## config.mk

```make
export PLATFORM = sky130hd
export DESIGN_NAME = clk_source_cfg
export DESIGN_NICKNAME = d
export VERILOG_FILES = /design/src/inc/clk_cfg_pkg.sv /design/src/hdl/clk_source_cfg.sv /design/src/hdl/output_driver.sv
export SDC_FILE = /design/constraint.sdc
export NUM_CORES = 1
export LEC_CHECK = 0
export BUFFER_PORTS_ARGS = -buffer_cell sky130_fd_sc_hd__buf_4
export CORE_ASPECT_RATIO = 1.1
export CORE_MARGIN = 2
export CORE_UTILIZATION = 30
export CTS_CLUSTER_DIAMETER = 60
export CTS_CLUSTER_SIZE = 24
export DETAILED_ROUTE_END_ITERATION = 7
export SYNTH_ARGS = -nofsm -noshare
export SYNTH_HDL_FRONTEND = slang
export SYNTH_SLANG_ARGS = --single-unit
```

## constraint.sdc

```tcl
create_clock -name clk -period 4.2 [get_ports clk]
set_clock_uncertainty 0.15 [all_clocks]
set_input_delay 0.42 -clock clk [delete_from_list [all_inputs] [get_ports clk]]
set_output_delay 0.42 -clock clk [all_outputs]
set_load 0.01 [all_outputs]
```

## src/inc/clk_cfg_pkg.sv

```systemverilog
/*
 * constants, types and helpers shared by the clock source and output idle
 * configuration slice of a clock fan-out buffer.
 * assumes a byte-wide register port fed by the serial bus front end.
 */
`default_nettype none

package clk_cfg_pkg;

    // register offsets
    localparam logic [7:0] OFS_OSC_POLICY = 8'h03;  // oscillator_run_policy
    localparam logic [7:0] OFS_REF_SEL    = 8'h04;  // reference_source_select
    localparam logic [7:0] OFS_IDLE0      = 8'h05;  // idle_state_outputs_0_to_3
    localparam logic [7:0] OFS_IDLE1      = 8'h06;  // idle_state_outputs_4_to_7
    localparam logic [7:0] OFS_IDLE2      = 8'h07;  // idle_state_outputs_8_to_11

    // field positions
    localparam int POLICY_BIT  = 0;                 // on-demand bit in its register
    localparam int REF_SEL_LSB = 0;                 // source field low bit
    localparam int REF_SEL_MSB = 1;                 // source field high bit

    // reset values
    localparam logic       RST_OSC_POLICY = 1'h1;   // on-demand after reset
    localparam logic [1:0] RST_REF_SEL    = 2'h0;   // first differential pair
    localparam logic [7:0] RST_IDLE       = 8'h00;  // both legs low

    // output counts
    localparam int NUM_OUTPUTS  = 12;               // outputs on the large variant
    localparam int OUTS_PER_REG = 4;                // idle codes per register
    localparam int IDLE_BITS    = 2 * NUM_OUTPUTS;  // packed idle code width

    // reference source codes
    typedef enum logic [1:0] {
        REF_DIFF0  = 2'b00,                         // first differential pair
        REF_DIFF1  = 2'b01,                         // second differential pair
        REF_XTAL   = 2'b10,                         // crystal or overdrive
        REF_BYPASS = 2'b11                          // single-ended bypass
    } ref_src_t;

    // idle codes of a disabled output
    localparam logic [1:0] IDLE_BOTH_LOW  = 2'h0;   // true low, comp low
    localparam logic [1:0] IDLE_DRIVE_LOW = 2'h1;   // true low, comp high

    // applied state of one output driver
    typedef enum logic {
        DRV_IDLE   = 1'b0,                          // idle code shown
        DRV_ACTIVE = 1'b1                           // low-power current steering
    } drv_state_t;

    // register port request
    typedef struct packed {
        logic [7:0] addr;                           // register offset
        logic       wr;                             // write strobe
        logic       rd;                             // read strobe
        logic [7:0] wdata;                          // write data
    } reg_req_t;

    // both legs of one differential output
    typedef struct packed {
        logic true_lvl;                             // true leg level
        logic comp_lvl;                             // complement leg level
        logic true_oe;                              // true leg driven
        logic comp_oe;                              // complement leg driven
    } leg_drive_t;

    // legs of a disabled output for an idle code
    function automatic leg_drive_t idle_drive(input logic [1:0] code);
        leg_drive_t d;
        d = '{1'b0, 1'b0, 1'b0, 1'b0};
        case (code)
            IDLE_BOTH_LOW:  d = '{1'b0, 1'b0, 1'b1, 1'b1};
            IDLE_DRIVE_LOW: d = '{1'b0, 1'b1, 1'b1, 1'b1};
            default:        d = '{1'b0, 1'b0, 1'b0, 1'b0};
        endcase
        return d;
    endfunction

endpackage

`default_nettype wire

```

## src/hdl/clk_source_cfg.sv

```systemverilog
/*
 * register slice selecting the reference source, running the crystal
 * oscillator and holding per-output idle codes, plus the output drivers.
 * assumes the serial bus front end presents byte accesses on req and
 * that per-output enable bits arrive on outen.
 */
`timescale 1ns/100ps
`default_nettype none

// What this block does
// - on-demand: oscillator runs only in crystal mode
// - policy zero keeps oscillator running except in bypass
// - codes 00/01 route differential pair one/two
// - 10 crystal, 11 bypass with buffer off
// - source field bits 1:0, upper bits zero
// - idle codes: both low, drive low, high-Z
// - idle code used only while output disabled
// - output n uses idle bits 2n+1:2n
// - third idle register only on twelve outputs
// - idle fields read/write, reset to 00
// - enabled output drives current steering mode
module clk_source_cfg #(
    parameter bit twelve_outputs = 1'b1                      // large variant present
) (
    input  wire logic                    clk,                  // system clock
    input  wire logic                    reset,                // sync reset, high
    input  wire clk_cfg_pkg::reg_req_t   req,                  // register request
    output var  logic [7:0]              rdata,                // read data
    input  wire logic [11:0]             outen,                // output enables
    input  wire logic                    first_diff_ref_true,  // pair one true
    input  wire logic                    first_diff_ref_comp,  // pair one comp
    input  wire logic                    second_diff_ref_true, // pair two true
    input  wire logic                    second_diff_ref_comp, // pair two comp
    input  wire logic                    crystal_in_pin,       // crystal input
    output var  logic                    crystal_out_pin,      // oscillator drive
    output var  logic                    osc_run,              // oscillator running
    output var  logic                    xtal_buf_en,          // crystal buffer on
    output var  logic [1:0]              ref_source,           // applied source
    output var  clk_cfg_pkg::leg_drive_t clock_output [12]     // differential outputs
);
    import clk_cfg_pkg::*;

    logic           policy_q, policy_d;                        // on-demand bit
    ref_src_t       ref_q, ref_d;                              // source field
    logic [23:0]    idle_q, idle_d;                            // packed idle codes
    logic [7:0]     rdata_q, rdata_d;                          // read register
    logic           osc_q, osc_d;                              // oscillator enable
    logic           buf_q, buf_d;                              // crystal buffer enable
    logic           odrv_q, odrv_d;                            // oscillator output
    logic           level_q, level_d;                          // selected reference

    // register writes
    always_comb
    begin
        policy_d = policy_q;
        ref_d    = ref_q;
        idle_d   = idle_q;
        if (req.wr)
        begin
            case (req.addr)
                OFS_OSC_POLICY: policy_d = req.wdata[POLICY_BIT];
                OFS_REF_SEL:    ref_d    = ref_src_t'(req.wdata[REF_SEL_MSB:REF_SEL_LSB]);
                OFS_IDLE0:      idle_d[7:0]   = req.wdata;
                OFS_IDLE1:      idle_d[15:8]  = req.wdata;
                OFS_IDLE2:
                begin
                    // third bank only on the large variant
                    if (twelve_outputs)
                        idle_d[23:16] = req.wdata;
                end
                default:        idle_d = idle_q;
            endcase
        end
    end

    // register reads, unmapped offsets return zero
    always_comb
    begin
        rdata_d = rdata_q;
        if (req.rd)
        begin
            case (req.addr)
                OFS_OSC_POLICY: rdata_d = {7'h00, policy_q};
                OFS_REF_SEL:    rdata_d = {6'h00, ref_q};
                OFS_IDLE0:      rdata_d = idle_q[7:0];
                OFS_IDLE1:      rdata_d = idle_q[15:8];
                OFS_IDLE2:      rdata_d = twelve_outputs ? idle_q[23:16] : 8'h00;
                default:        rdata_d = 8'h00;
            endcase
        end
    end

    // oscillator policy and reference routing
    always_comb
    begin
        osc_d = 1'b1;
        buf_d = 1'b1;
        case (ref_q)
            REF_DIFF0:  level_d = first_diff_ref_true & ~first_diff_ref_comp;
            REF_DIFF1:  level_d = second_diff_ref_true & ~second_diff_ref_comp;
            REF_XTAL:   level_d = crystal_in_pin;
            REF_BYPASS: level_d = crystal_in_pin;
            default:    level_d = 1'b0;
        endcase
        // on-demand runs only in crystal mode, else keep running except in bypass
        if (policy_q)
            osc_d = (ref_q == REF_XTAL);
        else
            osc_d = (ref_q != REF_BYPASS);
        // bypass turns the internal buffer off
        if (ref_q == REF_BYPASS)
        begin
            buf_d = 1'b0;
            osc_d = 1'b0;
        end
        odrv_d = osc_q & ~crystal_in_pin;
    end

    // register everything
    always_ff @(posedge clk)
    begin
        if (reset)
        begin
            policy_q <= RST_OSC_POLICY;
            ref_q    <= REF_DIFF0;
            idle_q   <= {RST_IDLE, RST_IDLE, RST_IDLE};
            rdata_q  <= 8'h00;
            osc_q    <= 1'b0;
            buf_q    <= 1'b1;
            odrv_q   <= 1'b0;
            level_q  <= 1'b0;
        end
        else
        begin
            policy_q <= policy_d;
            ref_q    <= ref_d;
            idle_q   <= idle_d;
            rdata_q  <= rdata_d;
            osc_q    <= osc_d;
            buf_q    <= buf_d;
            odrv_q   <= odrv_d;
            level_q  <= level_d;
        end
    end

    assign rdata           = rdata_q;
    assign osc_run         = osc_q;
    assign xtal_buf_en     = buf_q;
    assign crystal_out_pin = odrv_q;
    assign ref_source      = ref_q;

    // one driver per output, small variant keeps upper bank idle
    for (genvar n = 0; n < NUM_OUTPUTS; n++)
    begin : g_out
        output_driver u_drv (
            .clk       (clk),
            .reset     (reset),
            .ref_level (level_q),
            .enable    (outen[n] & (twelve_outputs | (n < 8))),
            .idle_code (idle_q[2*n +: 2]),
            .drive     (clock_output[n])
        );
    end
endmodule // clk_source_cfg

`default_nettype wire

```

## src/hdl/output_driver.sv

```systemverilog
/*
 * one differential output driver: active steering or idle code, with
 * changes applied only during the low phase of the reference.
 * assumes ref_level is the registered selected reference level.
 */
`timescale 1ns/100ps
`default_nettype none

module output_driver (
    input  wire logic                    clk,        // system clock
    input  wire logic                    reset,      // sync reset, high
    input  wire logic                    ref_level,  // selected reference
    input  wire logic                    enable,     // output enable bit
    input  wire logic [1:0]              idle_code,  // disabled state code
    output var  clk_cfg_pkg::leg_drive_t drive       // both legs, registered
);
    import clk_cfg_pkg::*;

    drv_state_t state_q, state_d;                    // applied enable
    logic [1:0] code_q, code_d;                      // applied idle code
    leg_drive_t drive_q, drive_d;                    // leg register

    // next applied state and leg levels
    always_comb
    begin
        state_d = state_q;
        code_d  = code_q;
        // take new settings only while reference is low
        if (!ref_level)
        begin
            state_d = enable ? DRV_ACTIVE : DRV_IDLE;
            code_d  = idle_code;
        end
        case (state_q)
            DRV_ACTIVE: drive_d = '{ref_level, ~ref_level, 1'b1, 1'b1};
            DRV_IDLE:   drive_d = idle_drive(code_q);
            default:    drive_d = idle_drive(IDLE_BOTH_LOW);
        endcase
    end

    // register state
    always_ff @(posedge clk)
    begin
        if (reset)
        begin
            state_q <= DRV_IDLE;
            code_q  <= IDLE_BOTH_LOW;
            drive_q <= '{1'b0, 1'b0, 1'b1, 1'b1};
        end
        else
        begin
            state_q <= state_d;
            code_q  <= code_d;
            drive_q <= drive_d;
        end
    end

    assign drive = drive_q;
endmodule // output_driver

`default_nettype wire

```

Word level (Yosys, flattened, before mapping)
Index checks and enable logic that the tools add are counted.
{"block": "op_classes", "eq_ne": 21, "mux": 40, "bitwise": 19, "n_reduce_logical": 20}
{"cell": "4-bit one-hot mux with 2 select lines", "n": 12}
{"cell": "3-bit one-hot mux with 2 select lines", "n": 12}
{"cell": "8-bit one-hot mux with 5 select lines", "n": 1}
{"cell": "8-bit by 3-bit equality test with 1-bit output, second input constant", "n": 4}
{"cell": "2-bit by 1-bit equality test with 1-bit output, second input constant", "n": 13}
{"cell": "2-bit zero test", "n": 13}
{"cell": "1-bit inverter", "n": 16}
{"cell": "1-bit two-way mux", "n": 14}
{"cell": "2-bit AND reduction", "n": 5}
{"cell": "8-bit by 2-bit equality test with 1-bit output, second input constant", "n": 1}
{"cell": "2-bit equality test, second input constant", "n": 2}
{"cell": "2-bit OR reduction", "n": 2}
{"cell": "1-bit bitwise AND", "n": 3}
{"cell": "1-bit one-hot mux with 3 select lines", "n": 1}
{"cell": "2-bit != test, second input constant", "n": 1}
{"block": "totals", "reg_bits": 123, "in_bits": 37, "elab_cells": 182}

Logic depth before layout (Yosys ltp)
Gate-level depths: netlist of the first run.
{"block": "depth", "ltp_word": 3, "ltp_mapped": 5}

Cells and area by module
A second synthesis of the first run with hierarchy kept.
{"block": "unflattened", "cells_unflattened": 408, "hier_area_um2": 4170.2}
{"module": "output_driver", "n_inst": 12, "cells_each": 20, "area_per_inst_um2": 205.2, "seq_area_each_um2": 120.1}
{"module": "clk_source_cfg", "n_inst": 1, "cells_each": 168, "area_per_inst_um2": 1707.9, "seq_area_each_um2": 780.7}

Least setup slack after synthesis of the first run
Ideal clock, no wire load.
{"block": "synth_path", "kind": "input-to-reg", "from": "input req[13] (netlist bit)", "to": "register idle_q[0]", "setup_ns": 0.128, "arrival_time_ns": 1.379, "t_required_ns": 3.922, "setup_slack_ns": 2.543, "cell_stages": 4, "path_buffers": 0, "path_cell_list": "nor4b_4 -> nand4_2 -> mux2i_1 -> nor2_1"}
{"block": "synth_between", "elab_chain_cells": 2}
{"item": "start: declaration", "line_no": "clk_source_cfg.sv:27", "source": "input wire clk_cfg_pkg::reg_req_t req,"}
{"item": "8-bit by 3-bit equality test with 1-bit output", "line_no": "clk_source_cfg.sv:60", "source": "case (req.addr)"}
{"item": "2-bit AND reduction (no line)"}
{"item": "end signal: assignment", "line_no": "clk_source_cfg.sv:126", "source": "idle_q <= {RST_IDLE, RST_IDLE, RST_IDLE};"}
{"item": "end signal: assignment", "line_no": "clk_source_cfg.sv:137", "source": "idle_q <= idle_d;"}
{"item": "end: declaration", "line_no": "clk_source_cfg.sv:45", "source": "logic [23:0] idle_q, idle_d;"}
Every way passes these cells.
A chain may end at the register's enable or synchronous reset.

Worst setup path after layout of the first run
{"block": "layout_path", "from": "register level_q", "to": "register g_out[7].u_drv.drive_q, in the netlist g_out[7].u_drv.drive[3]"}
{"block": "layout_between", "elab_chain_cells": 1}
{"item": "start: declaration", "line_no": "clk_source_cfg.sv:50", "source": "logic level_q, level_d;"}
{"item": "start signal: assignment", "line_no": "clk_source_cfg.sv:142", "source": "level_q <= level_d;"}
{"item": "4-bit one-hot mux with 2 select lines", "line_no": "output_driver.sv:34", "source": "case (state_q)"}
{"item": "end signal: assignment", "line_no": "output_driver.sv:48", "source": "drive_q <= '{1'b0, 1'b0, 1'b1, 1'b1};"}
{"item": "end signal: assignment", "line_no": "output_driver.sv:54", "source": "drive_q <= drive_d;"}
{"item": "end: declaration", "line_no": "output_driver.sv:21", "source": "leg_drive_t drive_q, drive_d;"}
Every way passes these cells.

==> impl_metrics.env, run 1 <==
export IMPL_postCtsSetupRepairBufs=0
export IMPL_syn_to_final_growth_pct=25.7
export IMPL_syn_area_sq_um=4130
export IMPL_start_kind="flip-flop"
export IMPL_synth_top_area_share_pct=53.8
export IMPL_p_leak_uw=0.00224
export IMPL_grt_pass1_wl_mm=14.4
export IMPL_ys_top_cells_by_area="dfxtp_1 54%, mux2i_1 15%, nor2_1 7.7%"
export IMPL_synthCells=395
export IMPL_hold_depth=2
export IMPL_detail_route_antenna_nets=0
export IMPL_cts_tree="done"
export IMPL_syn_area_per_cell_sq_um=10.5
export IMPL_clockBufferDepth=2
export IMPL_final_core_util_pct=39.0
export IMPL_synth_warnings=0
export IMPL_yosysTopAreaCell="dfxtp_1"
export IMPL_critPathKind="flip-flop to flip-flop"
export IMPL_wirelength_mm=9.11
export IMPL_max_freq_mhz=420
export IMPL_syn_nets=432
export IMPL_crit_path_end_kind="flip-flop"
export IMPL_min_delay_start="crystal_in_pin"
export IMPL_io_pins=98
export IMPL_min_to="crystal_out_pin$_SDFF_PP0_"
export IMPL_synth_flop_cell="dfxtp_1"
export IMPL_power_share_switching_pct=21.6
export IMPL_post_route_min_period_ns=2.38
export IMPL_finalSetupViolations=0
export IMPL_synth_most_common_cell="dfxtp_1"
export IMPL_reg2reg_slack_ns=1.82
export IMPL_rsz0062_at_grt="no"
export IMPL_fin_area_sq_um=5190
export IMPL_finalSetupTns_ns=0
export IMPL_peakVddDrop_uv=207
export IMPL_fin_nets=507
export IMPL_grt_max_degree=101
export IMPL_cts_resized_gates=0
export IMPL_p_sw_uw=429
export IMPL_fp_dieW_um=116
export IMPL_die_area_sq_um=14700
export IMPL_vias=2930
export IMPL_post_drt_wl_per_cell_um=13.8
export IMPL_ys_types=30
export IMPL_outcome="complete, no violations"
export IMPL_r2r_end="g_out[7].u_drv.drive[3]$_SDFF_PP0_"
export IMPL_power_frac_comb_pct=5.6
export IMPL_worstMarginPinSlew_ns=0.952
export IMPL_hold_violations=0
export IMPL_initialDrtViolationCount=198
export IMPL_hpwl_mm=6.36
export IMPL_reg2reg_from="level_q$_SDFF_PP0_"
export IMPL_start_util_pct=31.0
export IMPL_ys_ff_latch=111
export IMPL_cts_buffers=9
export IMPL_h_tree_depth=3
export IMPL_firstDrtPassIters=4
export IMPL_max_slew_margin_rel_pct=36.5
export IMPL_pwr_share_clk_pct=40.2
export IMPL_timing_final_crit_share_pct=56.7
export IMPL_p_int_uw=1550
export IMPL_drive_gt1_share_pct=29.1
export IMPL_p_per_area_nw_per_um2=382
export IMPL_ys_top_cells_by_count="111 x dfxtp_1, 85 x nor2_1, 63 x mux2i_1"
export IMPL_clk_pin_slew_ns=0.07
export IMPL_grt_pass1_vias=2876
export IMPL_grt_overflow=0
export IMPL_drc=0
export IMPL_async_flop_share_pct=0
export IMPL_r2r_cells=4
export IMPL_io_buffers=97
export IMPL_drv_slew=0
export IMPL_insertion_delay_ns=0.34
export IMPL_placed_area_sq_um=4910
export IMPL_antenna_cells=0
export IMPL_cp_max_fo=37
export IMPL_die_h_um=127
export IMPL_grt_usage_pct=12.6
export IMPL_rows=44
export IMPL_clkSinkCount=111
export IMPL_crit_required_ns=4.33
export IMPL_power_uw=1980
export IMPL_synth_edf_count=0
export IMPL_worstPathArrival_ns=2.51
export IMPL_cts_root_buf="clkbuf_16"
export IMPL_core_area_sq_um=13300
export IMPL_hold_buffers=0
export IMPL_antenna_found_initial=0
export IMPL_gp_congestion=0.795
export IMPL_yosysSeqAreaShare_pct=53.8
export IMPL_seq_power_share_pct=54.3
export IMPL_avgViaCountPerCell=4.45
export IMPL_worst_hold_path_type="input port to flip-flop"
export IMPL_maxCapViolCount=0
[flip-flops by register name, indices dropped and copies added, names as in the netlist]
name,count
g_out.u_drv.drive,36
g_out.u_drv.code_q,24
idle_q,24
g_out.u_drv.state_q,12
rdata,8
ref_source,2
crystal_out_pin,1
level_q,1
osc_run,1
policy_q,1
xtal_buf_en,1
[routing by layer]
layer / up-vias / global-route usage [%] / part of all wire (%)
li1: 1480 / - / -
met2: 86 / 19.5 / 46
met3: 6 / 2.66 / 6.0
met4: 0 / 5.53 / 0.98
met5: - / 0 / 0
met1: 1358 / 17.0 / 47
[power groups by stage]
stage	clock [uW]	combinational, uW	sequential, uW
finish	797	111	1080
global route	861	122	1080
global placement	0	110	1100
floorplan	0	57.3	1100
detailed placement	0	112	1100
CTS	823	113	1080
[logic make-up (layout without fill, tap and decap cells)]
kind of cell | Yosys count | count (layout) | share of synthesized area (%)
compound gates | 30 | 30 | 4.82
buf+inv | 35 | 115 | 4.54
flops | 111 | 111 | 53.8
mux | 71 | 71 | 18.0
simple gates | 148 | 148 | 18.9
[area by class of cell]
class / instances / area, sq um
well taps: 184 / 230
flip-flops and latches: 111 / 2220
multi-input cells: 249 / 1720
clock inverters: 2 / 15.0
inverters: 1 / 3.75
repair buffers: 98 / 736
clock buffers: 14 / 264
fillers: 1361 / 8130
[per-stage QoR]
stage          setup WS [ns]  hold slack, ns  std cells
5_1_grt                 1.59          0.0920        659
6_report                1.82          0.0921        659
3_3_place_gp            1.85           0.242        643
3_5_place_dp            1.76           0.241        643
2_1_floorplan           2.54           0.221        395
4_1_cts                 1.71          0.0830        659
[worst max path at each step]
stage | startpoint | to
floorplan | req[13] | idle_q[0]$_SDFFE_PP0P_
global placement | level_q$_SDFF_PP0_ | g_out[8].u_drv.drive[3]$_SDFF_PP0_
detailed placement | level_q$_SDFF_PP0_ | g_out[7].u_drv.drive[3]$_SDFF_PP0_
CTS | level_q$_SDFF_PP0_ | g_out[7].u_drv.drive[3]$_SDFF_PP0_
global route | level_q$_SDFF_PP0_ | g_out[4].u_drv.drive[3]$_SDFF_PP0_
finish | level_q$_SDFF_PP0_ | g_out[7].u_drv.drive[3]$_SDFF_PP0_
[worst max-delay path: stages, from the launching register on]
cell and delay [ns]:
dfxtp_2 0.31, buf_4 0.51, inv_1 0.42, nor2_1 0.69
and2_1 0.22
[layout by cell type, fill, tap and decap left out, types with 5 or more instances in the layout]
cell type,instances
nand3_1,8
a22oi_1,8
a21oi_1,14
or3b_2,12
mux2i_1,63
dfxtp_1,110
buf_4,98
mux2_2,6
nor3b_1,5
and2_1,14
nor2_1,85
nand2b_1,8
clkbuf_16,9
a22o_1,6
Power figures use the tool's default switching activity.
==> run 2, diff against run 1 <==
Clock period 4.2 ns to 2.25 ns, I/O delays scaled along.
==> run 2 against run 1 <==
  * Utilization rose by 1.8 points
  * Global-route usage increased by 0.67 points
  * Count of clock-buffer cells in the layout fell by 4
  * Routed wire length grew 3.2%
  * Worst setup slack got worse by 1.2 ns
  * Sequential share of layout area decreased by 1.9 points
  * Critical endpoint is now g_out[9].u_drv.drive[3]$_SDFF_PP0_
  * Via count rose by 3.6%
  * Clock power increased by 82%
  * Cell count rose by 3.8%
  * Cell area up 4.6%
==> impl_metrics.env, run 2 (synthesis results as in run 1) <==
export IMPL_syn_to_final_growth_pct=31.5
export IMPL_cts_root_buf="clkbuf_16"
export IMPL_cp_max_fo=12
export IMPL_grt_max_degree=47
export IMPL_insertion_delay_ns=0.35
export IMPL_cts_resized_gates=0
export IMPL_die_h_um=127
export IMPL_post_drt_wl_per_cell_um=13.7
export IMPL_rows=44
export IMPL_crit_required_ns=2.39
export IMPL_crit_family="simple AND/OR/NAND/NOR gates"
export IMPL_start_util_pct=31.0
export IMPL_path_buf_inv=1
export IMPL_worstPathArrival_ns=1.73
export IMPL_reg2reg_slack_ns=0.65
export IMPL_layout_common_cells="110 x dfxtp_1, 101 x buf_4, 85 x nor2_1"
export IMPL_timing_final_crit_share_pct=71.1
export IMPL_wirelength_mm=9.40
export IMPL_fp_dieW_um=116
export IMPL_antenna_cells=0
export IMPL_drv_slew=0
export IMPL_hold_violations=0
export IMPL_clk_pin_slew_ns=0.07
export IMPL_fin_nets=532
export IMPL_io_pins=98
export IMPL_detail_route_antenna_nets=0
export IMPL_cts_buffers=9
export IMPL_holdWs_ns=0.0665
export IMPL_grt_pass1_vias=3021
export IMPL_cts_tree="done"
export IMPL_vias=3036
export IMPL_hpwl_mm=6.43
export IMPL_p_per_area_nw_per_um2=681
export IMPL_post_route_min_period_ns=1.60
export IMPL_grt_usage_pct=13.3
export IMPL_hold_buffers=21
export IMPL_avgViaCountPerCell=4.44
export IMPL_p_leak_uw=0.00235
export IMPL_largest_reg_flops=36
export IMPL_grt_pass1_wl_mm=15.0
export IMPL_worst_hold_path_type="input port to flip-flop"
export IMPL_critPathKind="flip-flop to flip-flop"
export IMPL_antenna_found_initial=0
export IMPL_worstMarginPinSlew_ns=1.02
export IMPL_io_buffers=97
export IMPL_maxCapViolCount=0
export IMPL_postCtsSetupRepairBufs=0
export IMPL_outcome="complete, no violations"
export IMPL_finalSetupTns_ns=0
export IMPL_crit_path_end_kind="flip-flop"
export IMPL_rsz0062_at_grt="no"
export IMPL_drc=0
export IMPL_firstDrtPassIters=4
export IMPL_max_freq_mhz=625
export IMPL_nFillCells=1336
export IMPL_core_area_sq_um=13300
export IMPL_clkSinkCount=111
export IMPL_crit_chain="inv_1 -> nor2_1 -> and2_1"
export IMPL_h_tree_depth=3
export IMPL_crit_slowest_cell="nor2_1"
export IMPL_clockBufferDepth=2
export IMPL_finalSetupViolations=0
export IMPL_drive_gt1_share_pct=28.8
export IMPL_gp_congestion=0.811
export IMPL_initialDrtViolationCount=163
export IMPL_worst_path_largest_cell_delay_ns=0.78
export IMPL_start_kind="flip-flop"
export IMPL_peakVddDrop_uv=401
export IMPL_die_area_sq_um=14700
export IMPL_grt_overflow=0
export IMPL_layout_commonest_cell="dfxtp_1"
export IMPL_max_slew_margin_rel_pct=31.7
## run 2: layout make-up
type	count	area [sq um]	area share (%)
Sequential cell	111	2220	40.9
Clock inverter	6	37.5	0.691
Clock buffer	10	229	4.21
Multi-Input combinational cell	249	1720	31.7
Inverter	1	3.75	0.0691
Timing Repair Buffer	123	988	18.2
Tap cell	184	230	4.24
## run 2: metal layers
layer / vias to the layer above / track usage [%] / wire (um)
li1: 1530 / - / -
met3: 15 / 3.18 / 437
met4: 0 / 6.09 / 208
met2: 86 / 21.2 / 4370
met5: - / 0 / 0
met1: 1405 / 17.0 / 4380
## run 2: stage by stage
step / instances / setup WS, ns / cell area (sq um) / power [uW] / util [%]
6_report: 684 / 0.651 / 5430 / 3700 / 40.8
5_1_grt: 684 / 0.465 / 5430 / 3860 / 40.8
4_1_cts: 684 / 0.580 / 5430 / 3750 / 40.8
3_5_place_dp: 647 / 0.382 / 4960 / 2270 / 37.2
3_3_place_gp: 647 / 0.447 / 4960 / 2270 / 37.2
2_1_floorplan: 395 / 0.788 / 4130 / 2160 / -
## run 2: final timing paths
| path | start | to | cells after the start |
|---|---|---|---|
| hold / removal | req[8] | rdata[3]$_SDFFE_PP0P_ | 3 |
| hold reg to reg | g_out[11].u_drv.code_q[1]$_SDFFE_PP0N_ | g_out[11].u_drv.drive[0]$_SDFF_PP1_ | 1 |
| setup reg to reg | level_q$_SDFF_PP0_ | g_out[9].u_drv.drive[3]$_SDFF_PP0_ | 3 |
| setup / recovery | level_q$_SDFF_PP0_ | g_out[9].u_drv.drive[3]$_SDFF_PP0_ | 3 |
## run 2: power breakdown
| group | switching (uW) | total [uW] | internal (uW) |
|---|---|---|---|
| Combinational | 116 | 245 | 128 |
| Sequential | 17.8 | 2010 | 1990 |
| Clock | 702 | 1450 | 745 |
## run 2: worst register-to-register path: cells and delay by family (launching register included)
kind | cells | cell delay [ns]
simple gates | 2 | 1.02
flops | 1 | 0.33
buf+inv | 1 | 0.05
